**config.mk**
```make
export PLATFORM = sky130hd
export DESIGN_NAME = acd_i2c_slave
export DESIGN_NICKNAME = d
export VERILOG_FILES = /design/src/acd_pkg.sv /design/src/acd_i2c_slave.sv /design/src/acd_sync.sv /design/src/acd_mute_timer.sv
export SDC_FILE = /design/constraint.sdc
export NUM_CORES = 1
export LEC_CHECK = 0
export BUFFER_PORTS_ARGS = -buffer_cell sky130_fd_sc_hd__buf_2
export CORE_ASPECT_RATIO = 0.8
export CORE_MARGIN = 10
export CORE_UTILIZATION = 59
export DETAILED_ROUTE_END_ITERATION = 12
export PLACE_DENSITY = 0.79
export SETUP_SLACK_MARGIN = 0.02
export SLEW_MARGIN = 5
export SYNTH_ARGS = -nofsm -noshare
export SYNTH_HDL_FRONTEND = slang
export SYNTH_HIERARCHICAL = 1
export SYNTH_SLANG_ARGS = --single-unit
export TNS_END_PERCENT = 5
```
**constraint.sdc**
```tcl
create_clock -name ref_clk -period 7.19 [get_ports ref_clk]
set_input_delay 1.0785 -clock ref_clk [delete_from_list [all_inputs] [get_ports ref_clk]]
set_output_delay 1.0785 -clock ref_clk [all_outputs]
set_load 0.1 [all_outputs]
```
**src/acd_pkg.sv**
```systemverilog
// Purpose: shared constants and types of the amplifier control interface
// Assumes: ref_clk at 40 MHz
// Notes: bit positions of the control and diagnostic bytes
`default_nettype none
package acd_pkg;
    localparam int CLK_HZ = 40000000;
    localparam logic [6:0] DEV_ADDR = 7'h6C;
    localparam int CTRL_BYTES = 2;
    localparam int DIAG_BYTES = 4;
    localparam int FAST_MUTE_US = 1500;
    localparam int FAST_MUTE_CYC = (CLK_HZ / 1000) * FAST_MUTE_US / 1000;
    localparam logic [7:0] PRI_RESET = 8'h00;
    localparam logic [7:0] SEC_RESET = 8'h00;
    localparam int PRI_DIAG_EN = 6;
    localparam int PRI_OFS_EN = 5;
    localparam int PRI_FRONT_GAIN = 4;
    localparam int PRI_REAR_GAIN = 3;
    localparam int PRI_FRONT_UNMUTE = 2;
    localparam int PRI_REAR_UNMUTE = 1;
    localparam int PRI_CLIP_THR = 0;
    localparam int SEC_FAST_MUTE = 5;
    localparam int SEC_OPERATE = 4;
    localparam int SEC_LINE_DRV = 3;
    localparam int SEC_CUR_DET = 2;
    localparam int SEC_HE_RIGHT = 1;
    localparam int SEC_HE_LEFT = 0;

    typedef struct packed {
        logic low_current;
        logic permanent;
        logic short_load;
        logic open_or_offset;
        logic short_supply;
        logic short_ground;
    } acd_chan_fault_t;

    typedef struct packed {
        logic diag_en;
        logic offset_en;
        logic front_gain_12db;
        logic rear_gain_12db;
        logic front_unmute;
        logic rear_unmute;
        logic clip_thr_10pct;
        logic fast_mute;
        logic operate;
        logic line_driver_diag;
        logic current_det_en;
        logic high_eff_right;
        logic high_eff_left;
    } acd_ctrl_t;
endpackage
`default_nettype wire

```
**src/acd_i2c_slave.sv**
```systemverilog
// Purpose: I2C control and diagnostic interface of a four-channel amplifier
// Assumes: SCL and SDA oversampled by ref_clk; SCL far slower than ref_clk
// Notes: fault measurement is outside; its flags enter as inputs
`timescale 1ns/1ps
`default_nettype none
module acd_i2c_slave #(
    parameter int MUTE_NORMAL_CYC = 8000
) (
    input wire logic ref_clk, // 40 MHz clock
    input wire logic rst, // async reset, active high
    input wire logic scl_in, // bus clock pin
    input wire logic sda_in, // bus data pin level
    output logic sda_out, // bus data drive value
    output logic sda_oe, // high while driving SDA
    input wire acd_pkg::acd_chan_fault_t fault_lf, // live left-front flags
    input wire acd_pkg::acd_chan_fault_t fault_lr, // live left-rear flags
    input wire acd_pkg::acd_chan_fault_t fault_rf, // live right-front flags
    input wire acd_pkg::acd_chan_fault_t fault_rr, // live right-rear flags
    input wire logic offset_now, // output offset present now
    input wire logic thermal_155, // thermal warning 1
    input wire logic thermal_140, // thermal warning 2
    input wire logic thermal_120, // thermal warning 3
    input wire logic diag_cycle_done, // diagnostic cycle terminated
    output acd_pkg::acd_ctrl_t ctrl, // applied control fields
    output logic front_unmuted, // front mute stage released
    output logic rear_unmuted, // rear mute stage released
    output logic mute_busy, // a mute transition runs
    output logic diag_restart // pulse: restart diagnostic cycles
);
    typedef enum logic [4:0] {
        ST_IDLE = 5'b00001,
        ST_ADDR = 5'b00010,
        ST_WRITE = 5'b00100,
        ST_READ = 5'b01000,
        ST_IGNORE = 5'b10000
    } acd_state_t;

    logic scl_s, sda_s, scl_d_reg, sda_d_reg;
    logic scl_rise, scl_fall, start_det, stop_det;
    acd_state_t state_reg;
    logic [7:0] shift_reg;
    logic [3:0] bit_reg;
    logic [2:0] byte_reg;
    logic ack_phase_reg;
    logic nack_reg;
    logic [7:0] pri_reg, sec_reg, pri_hold_reg;
    logic [7:0] diag_reg [0:3];
    logic ofs_persist_reg;
    logic fu_busy, ru_busy;

    acd_sync u_scl (.ref_clk(ref_clk), .rst(rst), .pin_in(scl_in), .pin_sync(scl_s));
    acd_sync u_sda (.ref_clk(ref_clk), .rst(rst), .pin_in(sda_in), .pin_sync(sda_s));

    always_ff @(posedge ref_clk or posedge rst) begin
        if (rst) begin
            scl_d_reg <= 1'b1;
            sda_d_reg <= 1'b1;
        end else begin
            scl_d_reg <= scl_s;
            sda_d_reg <= sda_s;
        end
    end

    assign scl_rise = scl_s & ~scl_d_reg;
    assign scl_fall = ~scl_s & scl_d_reg;
    assign start_det = scl_s & scl_d_reg & sda_d_reg & ~sda_s;
    assign stop_det = scl_s & scl_d_reg & ~sda_d_reg & sda_s;

    // diagnostic byte assembly: two status bits above the six channel fault flags
    function automatic logic [7:0] chan_byte(input logic b7, input logic b6,
                                              input acd_pkg::acd_chan_fault_t f);
        chan_byte = {b7, b6, f};
    endfunction

    // live diagnostic bytes; all four are captured together at a read so that
    // the first byte sent belongs to the same window as the other three
    logic [7:0] diag_now [0:3];
    always_comb begin
        diag_now[0] = chan_byte(thermal_155, diag_cycle_done,
            fault_lf | {3'h0, ofs_persist_reg & ctrl.offset_en & offset_now, 2'h0});
        diag_now[1] = chan_byte(ctrl.offset_en, 1'b0, fault_lr);
        diag_now[2] = chan_byte(ctrl.operate, ctrl.diag_en, fault_rf);
        diag_now[3] = chan_byte(thermal_140, thermal_120, fault_rr);
    end

    // transfer sequencer
    always_ff @(posedge ref_clk or posedge rst) begin
        if (rst) begin
            state_reg <= ST_IDLE;
            shift_reg <= 8'h00;
            bit_reg <= 4'h0;
            byte_reg <= 3'h0;
            ack_phase_reg <= 1'b0;
            nack_reg <= 1'b0;
        end else if (start_det) begin
            state_reg <= ST_ADDR;
            bit_reg <= 4'h0;
            byte_reg <= 3'h0;
            ack_phase_reg <= 1'b0;
            nack_reg <= 1'b0;
        end else if (stop_det) begin
            state_reg <= ST_IDLE;
            ack_phase_reg <= 1'b0;
        end else begin
            case (state_reg)
                ST_IDLE: begin
                    // bus idle: keep the bit machinery parked
                    bit_reg <= 4'h0;
                    ack_phase_reg <= 1'b0;
                end
                ST_ADDR, ST_WRITE: begin
                    if (scl_rise && !ack_phase_reg) begin
                        shift_reg <= {shift_reg[6:0], sda_s};
                        bit_reg <= bit_reg + 4'h1;
                    end else if (scl_fall && bit_reg == 4'h8) begin
                        bit_reg <= 4'h0;
                        if (state_reg == ST_ADDR && shift_reg[7:1] != acd_pkg::DEV_ADDR) begin
                            state_reg <= ST_IGNORE;
                        end else if (state_reg == ST_WRITE && byte_reg >= 3'(acd_pkg::CTRL_BYTES)) begin
                            state_reg <= ST_IGNORE;
                        end else begin
                            ack_phase_reg <= 1'b1;
                        end
                    end else if (scl_fall && ack_phase_reg) begin
                        ack_phase_reg <= 1'b0;
                        if (state_reg == ST_ADDR) begin
                            state_reg <= shift_reg[0] ? ST_READ : ST_WRITE;
                            shift_reg <= diag_now[0];
                            byte_reg <= 3'h0;
                        end else begin
                            byte_reg <= byte_reg + 3'h1;
                        end
                    end
                end
                ST_READ: begin
                    if (scl_fall && !ack_phase_reg && bit_reg != 4'h8) begin
                        if (bit_reg == 4'h7) begin
                            bit_reg <= 4'h8;
                        end else begin
                            shift_reg <= {shift_reg[6:0], 1'b0};
                            bit_reg <= bit_reg + 4'h1;
                        end
                    end else if (bit_reg == 4'h8 && !ack_phase_reg) begin
                        ack_phase_reg <= 1'b1;
                    end else if (ack_phase_reg && scl_rise) begin
                        nack_reg <= sda_s;
                    end else if (ack_phase_reg && scl_fall) begin
                        ack_phase_reg <= 1'b0;
                        bit_reg <= 4'h0;
                        if (nack_reg || byte_reg == 3'(acd_pkg::DIAG_BYTES - 1)) begin
                            state_reg <= ST_IGNORE;
                        end else begin
                            byte_reg <= byte_reg + 3'h1;
                            shift_reg <= diag_reg[byte_reg[1:0] + 2'h1];
                        end
                    end
                end
                ST_IGNORE: begin
                    ack_phase_reg <= 1'b0;
                end
                default: begin
                    state_reg <= ST_IDLE;
                end
            endcase
        end
    end

    // SDA drive: acknowledge in write, data bits in read
    always_ff @(posedge ref_clk or posedge rst) begin
        if (rst) begin
            sda_out <= 1'b1;
            sda_oe <= 1'b0;
        end else if (scl_fall || start_det || stop_det) begin
            sda_out <= 1'b0;
            sda_oe <= 1'b0;
        end else if (!scl_s) begin
            if ((state_reg == ST_ADDR || state_reg == ST_WRITE) && ack_phase_reg) begin
                sda_out <= 1'b0;
                sda_oe <= 1'b1;
            end else if (state_reg == ST_READ && !ack_phase_reg && bit_reg != 4'h8) begin
                sda_out <= shift_reg[7];
                sda_oe <= ~shift_reg[7];
            end
        end
    end

    // instruction byte capture; applied at the end of the second byte of a write
    always_ff @(posedge ref_clk or posedge rst) begin
        if (rst) begin
            pri_hold_reg <= acd_pkg::PRI_RESET;
            pri_reg <= acd_pkg::PRI_RESET;
            sec_reg <= acd_pkg::SEC_RESET;
        end else if (state_reg == ST_WRITE && scl_fall && bit_reg == 4'h8) begin
            if (byte_reg == 3'h0) begin
                pri_hold_reg <= shift_reg;
            end else if (byte_reg == 3'h1) begin
                pri_reg <= pri_hold_reg;
                sec_reg <= shift_reg;
            end
        end
    end

    assign ctrl.diag_en = pri_reg[acd_pkg::PRI_DIAG_EN];
    assign ctrl.offset_en = pri_reg[acd_pkg::PRI_OFS_EN];
    assign ctrl.front_gain_12db = pri_reg[acd_pkg::PRI_FRONT_GAIN];
    assign ctrl.rear_gain_12db = pri_reg[acd_pkg::PRI_REAR_GAIN];
    assign ctrl.front_unmute = pri_reg[acd_pkg::PRI_FRONT_UNMUTE];
    assign ctrl.rear_unmute = pri_reg[acd_pkg::PRI_REAR_UNMUTE];
    assign ctrl.clip_thr_10pct = pri_reg[acd_pkg::PRI_CLIP_THR];
    assign ctrl.fast_mute = sec_reg[acd_pkg::SEC_FAST_MUTE];
    assign ctrl.operate = sec_reg[acd_pkg::SEC_OPERATE];
    assign ctrl.line_driver_diag = sec_reg[acd_pkg::SEC_LINE_DRV];
    assign ctrl.current_det_en = sec_reg[acd_pkg::SEC_CUR_DET];
    assign ctrl.high_eff_right = sec_reg[acd_pkg::SEC_HE_RIGHT];
    assign ctrl.high_eff_left = sec_reg[acd_pkg::SEC_HE_LEFT];

    acd_mute_timer #(.NORMAL_CYC(MUTE_NORMAL_CYC)) u_front (
        .ref_clk(ref_clk), .rst(rst),
        .unmute_req(ctrl.front_unmute & ctrl.operate),
        .fast(ctrl.fast_mute), .unmuted(front_unmuted), .busy(fu_busy));
    acd_mute_timer #(.NORMAL_CYC(MUTE_NORMAL_CYC)) u_rear (
        .ref_clk(ref_clk), .rst(rst),
        .unmute_req(ctrl.rear_unmute & ctrl.operate),
        .fast(ctrl.fast_mute), .unmuted(rear_unmuted), .busy(ru_busy));
    assign mute_busy = fu_busy | ru_busy;

    // offset window: opened by the last read or by enabling, closed at this read
    logic ofs_en_d_reg, read_end;
    assign read_end = (state_reg == ST_ADDR) && scl_fall && ack_phase_reg && shift_reg[0];
    always_ff @(posedge ref_clk or posedge rst) begin
        if (rst) begin
            ofs_en_d_reg <= 1'b0;
            ofs_persist_reg <= 1'b0;
        end else begin
            ofs_en_d_reg <= ctrl.offset_en;
            if (read_end || (ctrl.offset_en && !ofs_en_d_reg)) begin
                ofs_persist_reg <= 1'b1;
            end else if (!offset_now) begin
                ofs_persist_reg <= 1'b0;
            end
        end
    end

    // snapshot of diagnostic data taken at each read; restart pulse
    always_ff @(posedge ref_clk or posedge rst) begin
        if (rst) begin
            for (int i = 0; i < acd_pkg::DIAG_BYTES; i++) begin
                diag_reg[i] <= 8'h00;
            end
            diag_restart <= 1'b0;
        end else begin
            diag_restart <= read_end;
            if (read_end) begin
                for (int i = 0; i < acd_pkg::DIAG_BYTES; i++) begin
                    diag_reg[i] <= diag_now[i];
                end
            end
        end
    end
endmodule // acd_i2c_slave
`default_nettype wire

```
**src/acd_sync.sv**
```systemverilog
// Purpose: two flip-flop synchroniser for pin inputs
// Assumes: single clock ref_clk
// Notes: first stage is read only by the second
`timescale 1ns/1ps
`default_nettype none
module acd_sync (
    input wire logic ref_clk, // clock
    input wire logic rst, // async reset
    input wire logic pin_in, // asynchronous input
    output logic pin_sync // synchronised level
);
    logic stage1_reg;
    always_ff @(posedge ref_clk or posedge rst) begin
        if (rst) begin
            stage1_reg <= 1'b1;
            pin_sync <= 1'b1;
        end else begin
            stage1_reg <= pin_in;
            pin_sync <= stage1_reg;
        end
    end
endmodule // acd_sync
`default_nettype wire

```
**src/acd_mute_timer.sv**
```systemverilog
// Purpose: mute transition timer, normal or fast
// Assumes: normal time given by parameter
// Notes: busy while a mute change is in progress
`timescale 1ns/1ps
`default_nettype none
module acd_mute_timer #(
    parameter int NORMAL_CYC = 8000
) (
    input wire logic ref_clk, // clock
    input wire logic rst, // async reset
    input wire logic unmute_req, // requested unmute level
    input wire logic fast, // fast mute selected
    output logic unmuted, // applied unmute level
    output logic busy // transition running
);
    logic [31:0] cnt_reg;
    always_ff @(posedge ref_clk or posedge rst) begin
        if (rst) begin
            cnt_reg <= 32'h0;
            unmuted <= 1'b0;
            busy <= 1'b0;
        end else if (busy) begin
            if (cnt_reg <= 32'h1) begin
                busy <= 1'b0;
                unmuted <= unmute_req;
            end else begin
                cnt_reg <= cnt_reg - 32'h1;
            end
        end else if (unmute_req != unmuted) begin
            busy <= 1'b1;
            if (fast) begin
                cnt_reg <= 32'(acd_pkg::FAST_MUTE_CYC - 1);
            end else begin
                cnt_reg <= 32'(NORMAL_CYC);
            end
        end
    end
endmodule // acd_mute_timer
`default_nettype wire

```
* After elaboration in Yosys (flattened, before gate mapping)
Index checks and enable logic that the tools add are counted.
Word-level totals: input bits 33, output and inout port bits 19, register bits after elaboration 152
Cells by class: reductions and logical operators 50, muxes and demuxes 91, add/sub/neg operators 5, equal/unequal tests 53, order comparisons 4, bitwise operators 22
Operator list (count):
- two-way mux 32 bit | 6
- two-way mux 8 bit | 12
- two-way mux 5 bit | 13
- <= comparator 32 x 1 -> 1 bit, second input constant | 2
- subtractor 32 x 1 -> 32 bit, second input constant | 2
- inequality test 3 bit, second input constant | 16
- inequality test 4 bit, second input constant | 11
- two-way mux 4 bit | 10
- two-way mux 3 bit | 11
- two-way mux 1 bit | 32
- inequality test 5 bit, second input constant | 5
- AND reduction 10 bit | 2
- logical AND 1 bit | 18
- binary-select mux 8 bit (select 2 bit) | 1
- two-way mux 16 bit | 1
- one-hot mux 8 bit (2 select lines) | 1
- one-hot mux 5 bit (3 select lines) | 1
- inequality test 2 bit, second input constant | 6
- one-hot mux 4 bit (3 select lines) | 1
- AND reduction 2 bit | 6
- AND reduction 6 bit | 2
- bitwise AND 1 bit | 11
- AND reduction 11 bit | 1
- nonzero test 2 bit | 5
- other kinds (34) | 49

* Depth between registers and ports, before layout
Gate-level depths: netlist of run 1.
depth after elaboration 11, gate-level depth with buffers 9, gate-level depth less buffers 8

* Modules after synthesis
The synthesis of run 1 kept the hierarchy.
Modules (own cells, without submodules):
- acd_i2c_slave | cells each 340, times used 1, area an instance 4167.7 um^2
- acd_mute_timer at u_rear | cells each 227, times used 1, area an instance 2006.9 um^2
- acd_mute_timer at u_front | cells each 213, times used 1, area an instance 1955.6 um^2
- acd_sync | cells each 3, times used 2, area an instance 56.3 um^2

* Least setup slack after synthesis of run 1
OpenSTA, ideal clock, no wires.
path type register to register, from reg pri_reg[2], to reg u_front.cnt_reg[25], path buffers 1, clock period less this slack 2.770 ns, arrival 2.692 ns, stages on the path, launching flop included 8, slack 4.420 ns, library setup time 0.078 ns, cell sequence dfrtp_1 > and2_1 > xor2_1 > nor2_1 > or3_1 > clkbuf_1 > or4_1 > a21oi_1
Between the ends: cells in the longest elaborated chain, start to end 4
RTL lines:
- start, declared | line acd_i2c_slave.sv:46 | logic [7:0] pri_reg, sec_reg, pri_hold_reg;
- start signal, assigned | line acd_i2c_slave.sv:191 | pri_reg <= acd_pkg::PRI_RESET;
- start signal, assigned | line acd_i2c_slave.sv:197 | pri_reg <= pri_hold_reg;
- bitwise AND 1 bit | line acd_i2c_slave.sv:219 | .unmute_req(ctrl.front_unmute & ctrl.operate),
- inequality test 1 bit | line acd_mute_timer.sv:29 | end else if (unmute_req != unmuted) begin
- nonzero test 2 bit (no line)
- AND reduction 2 bit (no line)
- end signal, assigned | line acd_mute_timer.sv:27 | cnt_reg <= cnt_reg - 32'h1;
- end signal, assigned | line acd_mute_timer.sv:32 | cnt_reg <= 32'(acd_pkg::FAST_MUTE_CYC - 1);
- end signal, assigned | line acd_mute_timer.sv:34 | cnt_reg <= 32'(NORMAL_CYC);
- end, declared | line acd_mute_timer.sv:16 | logic [31:0] cnt_reg;
Every way passes these cells. A chain may end at the register's enable or synchronous reset.

* Worst setup path after layout of run 1
from reg u_front.cnt_reg[2], to reg u_front.cnt_reg[1]
Between the ends: cells in the longest elaborated chain, start to end 3
RTL lines:
- <= comparator 32 x 1 -> 1 bit | line acd_mute_timer.sv:23 | if (cnt_reg <= 32'h1) begin
- inequality test 2 bit (no line)
- AND reduction 2 bit (no line)
Every way passes these cells.

==> summary.md, run 1 <==
| Metric | Value |
|---|---|
| Hold WC Path Type | `reg -> reg` |
| Chip width | `152 µm` |
| Global route hottest layer | `met2` |
| Yosys warning count | `6` |
| Routed len/inst | `19.0 µm` |
| Normalized max-slew margin | `13.9%` |
| Grt met1 use | `26.7%` |
| Vias in the first global route | `6,464` |
| Max Fclk | `306 MHz` |
| Routed Antenna Nets | `0` |
| Post-DP Area | `8520 µm²` |
| Mapped Nets | `829` |
| VDD IR max | `190 µV` |
| Buffers on Ports | `51` |
| Area Overhead vs Synth | `10.3%` |
| Max-Cap Viols | `0` |
| Post-synth EDFFs | `0` |
| Sum Neg Setup Slack | `0 ns` |
| Syn avg cell area | `10.5 µm²` |
| Min Tclk post-route | `3.27 ns` |
| Total GRT Usage | `20.0%` |
| Clk buf depth | `2` |
| Layout cells sized above 1 | `17.8%` |
| CP arrival | `3.58 ns` |
| Cell area after layout | `9090 µm²` |
| Initial antenna violation count | `0` |
| Final worst-path cycle share | `45.5%` |
| Insertion delay to the later sink of the worst-skew pair | `0.43 ns` |
| Type of destination of the critical path | `flop` |
| Final nets | `861` |
| Post-CTS Resized | `0` |
| CP required | `7.50 ns` |
| Leakage power | `4.33 nW` |
| Setup Fix Bufs, Post-CTS | `0` |
| Slew Viols, Final | `0` |
| Cell variety after synth | `82` |
| Pwr per Cell Area | `209 nW/µm²` |
| Vias per cell | `6.55` |
| Clock skew | `0.00675 ns` |
| Synth Instances | `786` |
| Gpl congestion | `0.911` |
| Root Driver | `clkbuf_16` |
| Met3 Usage GRT | `5.68%` |
| Initial Util | `60.4%` |
| Cts bufs inserted | `17` |
| First-pass GRT wire length | `32,700 µm` |
| Core area | `13,600 µm²` |
| Register Area | `3810 µm²` |
| Hold buffer count at cts | `0` |
| RSZ-0062 raised after global routing | `no` |
| Post-synth top area share | `43.7%` |
| Antenna diodes | `0` |
| Multi-input gate area | `4080 µm²` |
| Register area share after synthesis | `46.3%` |
| Post-DP HPWL | `13,200 µm` |
| Die area | `19,100 µm²` |
| Clock sink count | `152` |
| DRC viols | `0` |
| Top_reg_cell synth | `dfrtp_1` |
| Yosys reg bits | `152` |
| Leading area contributor after synthesis | `dfrtp_1` |
| Crit-path max FO | `18` |
| Synth area leaders | `dfrtp_1 44%, mux2_1 5.3%, a21oi_1 3.4%` |
| Boundary Pins | `52` |
| 1st-pass router iterations | `5` |
| Mapped cell area | `8240 µm²` |
| Setup violators final | `0` |
| Std cell rows | `38` |
| Synth cell count leaders | `144 x dfrtp_1, 56 x a21oi_1, 42 x nor2_1` |
| CTS tree | `done` |
| Critical Path Source Type | `flop` |
| Fillers | `1,006` |
| Post-synth ARST share | `100%` |
| GRT met2 Usage | `31.1%` |
| Worst setup path class | `reg -> reg` |
| Post-Route WL | `19,200 µm` |
| Largest net degree at the start of global routing | `68` |
| Vias | `6,619` |
| Most numerous cell in the Yosys netlist | `dfrtp_1` |
| DRT iter0 DRCs | `601` |
| H-tree Lvls | `4` |
| Hold Violations, Final | `0` |
| CTS clk-pin slew, worst paths | `0.06 ns` |
| GRT overflow | `0` |
| Die Height | `126 µm` |
| Worst-Margin Slew | `1.29 ns` |
| Status | `finished, final reports clean` |
critical path, stage by stage, from the launching register on:
cell and delay [ns]:
dfrtp_1 0.43, nor4_1 0.71, o2111ai_1 0.38, nor4_4 0.81, or2_1 0.43, inv_2 0.10
mux2_4 0.30
worst paths after layout:
path	startpoint	endpoint	slack, ns	cells after the start
setup / recovery	u_front/cnt_reg[2]	u_front/cnt_reg[1]	3.92	6
hold / removal	u_scl/stage1_reg	u_scl/pin_sync	0.36	0
setup reg to reg	u_front/cnt_reg[2]	u_front/cnt_reg[1]	3.92	6
hold reg to reg	u_scl/stage1_reg	u_scl/pin_sync	0.36	0
max in group asynchronous	rst	pri_reg[4]	5.48	3
min in group asynchronous	rst	bit_reg[1]	0.61	2
report_power, final:
group	switching, mW	internal [mW]
clock network	0.375	0.484
registers	0.0330	0.875
logic	0.0787	0.0549
metrics by stage:
step	util, %	setup slack (ns)	total power, mW	hold WS [ns]	instances
floorplan	-	4.07	1.02	0.345	786
global placement	62.5	4.13	1.05	0.349	979
detailed placement	62.5	4.05	1.05	0.348	979
CTS	66.6	4.02	1.91	0.357	1011
global route	66.6	3.70	1.97	0.357	1011
finish	66.6	3.92	1.90	0.356	1011
final cells by class:
class	count	area share, %
Clock inverter	14	1.50
Inverter	32	1.34
Multi-Input combinational cell	560	44.9
Timing Repair Buffer	55	3.14
Clock buffer	18	4.72
Tap cell	180	2.48
Sequential cell	152	42.0
layout by cell type, fill, tap and decap left out, drive strengths merged, types with 9 or more instances in the layout:
master / instances
nor2: 42
or3: 22
nand2b: 9
a211oi: 11
o211ai: 9
inv: 38
mux2: 62
dfrtp: 144
nor4: 16
nand3b: 10
a21oi: 57
nor3: 17
clkbuf: 18
ha: 10
a31oi: 15
nand2: 37
o31ai: 26
o21ai: 34
or4: 31
buf: 55
nand3: 22
logic make-up after synthesis:
kind of cell	share of synthesized area (%)
XOR/XNOR	0.638
multiplexers	11.4
flip-flops	46.3
AO/OA/AOI/OAI	17.2
AND/OR/NAND/NOR	18.7
adder cells (fa/ha/maj)	1.52
buffers and inverters	4.27
layer usage:
metal  routed length [µm]  part of all wire [%]
met1                 8680                    45
met2                 9050                    47
met3                 1260                   6.6
met4                  245                   1.3
met5                    0                     0
(Power assumes the default switching activity.)
==> run 2: changes to the inputs <==
Clock period 7.19 ns to 3.2 ns, I/O delays scaled along.
==> run 2 against run 1 <==
Net effect: non-clock buffer count is 21 higher; sequential share of layout area down 0.89 points; combinational power up 130%; critical endpoint unchanged; largest cell class unchanged; largest power group unchanged; highest routed layer unchanged.
==> summary.md, run 2 (synthesis results as in run 1) <==
| Metric | Value |
|---|---|
| Reg2reg start | `u_front/cnt_reg[25] (was u_front/cnt_reg[2])` |
| Routed len/inst | `19.3 µm (was 19.0 µm)` |
| Boundary Pins | `52 (unchanged)` |
| Setup Fix Bufs, Post-CTS | `0 (unchanged)` |
| Pwr per Cell Area | `472 nW/µm² (was 209 nW/µm²)` |
| CTS clk-pin slew, worst paths | `0.06 ns (about the same)` |
| Core area | `13,600 µm² (unchanged)` |
| Stages on worst setup path | `6 (unchanged)` |
| Post-CTS Resized | `0 (unchanged)` |
| Antenna diodes | `0 (unchanged)` |
| Slew Viols, Final | `0 (unchanged)` |
| Post-Route WL | `19,900 µm (was 19,200 µm)` |
| Vias | `6,802 (was 6,619)` |
| Worst R2R Setup Slack | `0.55 ns (was 3.92 ns)` |
| Routed Antenna Nets | `0 (unchanged)` |
| Type of destination of the critical path | `flop (unchanged)` |
| Commonest non-fill, non-tap cell in the layout | `dfrtp_1 (unchanged)` |
| Crit Reg-Reg Endpoint | `u_front/cnt_reg[1] (unchanged)` |
| DRC viols | `0 (unchanged)` |
| Gpl congestion | `0.919 (was 0.911)` |
| CP startpoint | `u_front/cnt_reg[25] (was u_front/cnt_reg[2])` |
| Worst path top cell family by delay | `simple AND/OR/NAND/NOR gates (unchanged)` |
| Layout cells sized above 1 | `19.7% (was 17.8%)` |
| Area Overhead vs Synth | `12.6% (was 10.3%)` |
| Fillers | `1,029 (was 1,006)` |
| Design Power | `4.38 mW (was 1.90 mW)` |
| Critical Path Source Type | `flop (unchanged)` |
| Largest net degree at the start of global routing | `48 (was 68)` |
| Vias in the first global route | `6,650 (was 6,464)` |
| CP arrival | `2.95 ns (was 3.58 ns)` |
| Reg2Reg Depth | `6 (unchanged)` |
| Worst hold slack | `0.127 ns (was 0.356 ns)` |
| Status | `finished, final reports clean (unchanged)` |
| Std cell rows | `38 (unchanged)` |
| Worst-Margin Slew | `0.801 ns (was 1.29 ns)` |
| Clk buf depth | `2 (unchanged)` |
| H-tree Lvls | `4 (unchanged)` |
| GRT overflow | `0 (unchanged)` |
| Hold buffer count at cts | `0 (unchanged)` |
| VDD IR max | `386 µV (was 190 µV)` |
| Post-DP HPWL | `13,800 µm (was 13,200 µm)` |
| CTS tree | `done (unchanged)` |
| Cts bufs inserted | `17 (unchanged)` |
| Crit path to | `u_front/cnt_reg[1] (unchanged)` |
| Die Height | `126 µm (unchanged)` |
| Normalized max-slew margin | `46.4% (was 13.9%)` |
| DRT iter0 DRCs | `876 (was 601)` |
| Crit-path max FO | `10 (was 18)` |
| Die area | `19,100 µm² (unchanged)` |
| Root Driver | `clkbuf_16 (unchanged)` |
| Leakage power | `4.45 nW (was 4.33 nW)` |
| Chip width | `152 µm (unchanged)` |
| Hold WC Path Type | `in -> async (was reg -> reg)` |
| Fin util | `68.0% (was 66.6%)` |
| Clock sink count | `152 (unchanged)` |
| Worst setup path class | `reg -> reg (unchanged)` |
| Min Tclk post-route | `2.65 ns (was 3.27 ns)` |
| Crit-path slowest cell | `or4_4 (was nor4_4)` |
| Max-Cap Viols | `0 (unchanged)` |
| Sum Neg Setup Slack | `0 ns (unchanged)` |
| Most frequent cells in the layout | `144 x dfrtp_1, 56 x a21oi_1, 51 x buf_2 (unchanged)` |
| Max Fclk | `378 MHz (was 306 MHz)` |
| Total GRT Usage | `20.7% (was 20.0%)` |
| Hold Violations, Final | `0 (unchanged)` |
| Clock skew | `0.0128 ns (was 0.00675 ns)` |
| Final worst-path cycle share | `82.7% (was 45.5%)` |
| Bufs and invs on worst path | `1 (unchanged)` |
| Initial Util | `60.4% (unchanged)` |
| Vias per cell | `6.59 (was 6.55)` |
| Buffers on Ports | `51 (unchanged)` |
| Setup violators final | `0 (unchanged)` |
| Worst stage delay on the critical path | `0.57 ns (was 0.81 ns)` |
| Most frequent cell on the critical path | `or4_4` |
| Final nets | `882 (was 861)` |
| 1st-pass router iterations | `5 (unchanged)` |
| RSZ-0062 raised after global routing | `no (unchanged)` |
| First-pass GRT wire length | `33,900 µm (was 32,700 µm)` |
| Insertion delay to the later sink of the worst-skew pair | `0.42 ns (was 0.43 ns)` |
| Crit path cell chain | `or4_4, or4_4, nor4_4, or2_1, inv_2, mux2_4 (was nor4_1, o2111ai_1, nor4_4, or2_1, inv_2, mux2_4)` |
| CP required | `3.50 ns (was 7.50 ns)` |
| Initial antenna violation count | `0 (unchanged)` |
==> run 2: per-stage QoR <==
| stage | setup WS, ns | instance area [µm²] | cells |
|---|---|---|---|
| final | 0.555 | 9290 | 1032 |
| after global routing | 0.428 | 9290 | 1032 |
| after CTS | 0.554 | 9290 | 1032 |
| after detailed placement | 0.561 | 8690 | 1000 |
| after global placement | 0.654 | 8690 | 1000 |
| after floorplan | 0.430 | 8240 | 786 |
==> run 2: how the worst min path moves through the flow <==
| stage | cells past startpoint | slack, ns | to | start |
|---|---|---|---|---|
| finish | 2 | 0.13 | u_sda/stage1_reg | rst |
| floorplan | 0 | 0.35 | u_scl/pin_sync | u_scl/stage1_reg |
| CTS | 2 | 0.12 | u_scl/pin_sync | rst |
| detailed placement | 0 | 0.35 | u_sda/pin_sync | u_sda/stage1_reg |
| global placement | 0 | 0.35 | u_sda/pin_sync | u_sda/stage1_reg |
| global route | 2 | 0.14 | u_scl/stage1_reg | rst |
==> run 2: cell type report <==
| class | count | area, µm² | area share, % |
|---|---|---|---|
| inverters | 32 | 121 | 1.31 |
| well taps | 180 | 225 | 2.43 |
| clock buffers | 19 | 433 | 4.66 |
| clock inverters | 13 | 159 | 1.71 |
| flip-flops and latches | 152 | 3810 | 41.1 |
| multi-input cells | 560 | 4080 | 43.9 |
| repair buffers | 76 | 455 | 4.90 |
==> run 2: layer usage <==
layer / up-vias / wire length (µm) / global-route usage, % / share of wire (%)
li1: 3095 / - / - / -
met1: 3417 / 8860 / 27.2 / 44
met2: 262 / 9720 / 34.0 / 49
met3: 28 / 1140 / 4.86 / 5.7
met4: 0 / 211 / 5.14 / 1.1
met5: - / 0 / 0 / 0
==> run 2: power breakdown <==
| part | internal (mW) | switching (mW) |
|---|---|---|
| Combinational | 0.129 | 0.180 |
| Sequential | 1.97 | 0.0793 |
| Clock | 1.17 | 0.854 |
| Total | 3.27 | 1.11 |
==> run 2: worst register-to-register path, cell delays in order (launching register included) <==
cell and delay [ns]:
dfrtp_1 0.42, or4_4 0.57, or4_4 0.49, nor4_4 0.29
or2_1 0.36, inv_2 0.10, mux2_4 0.30
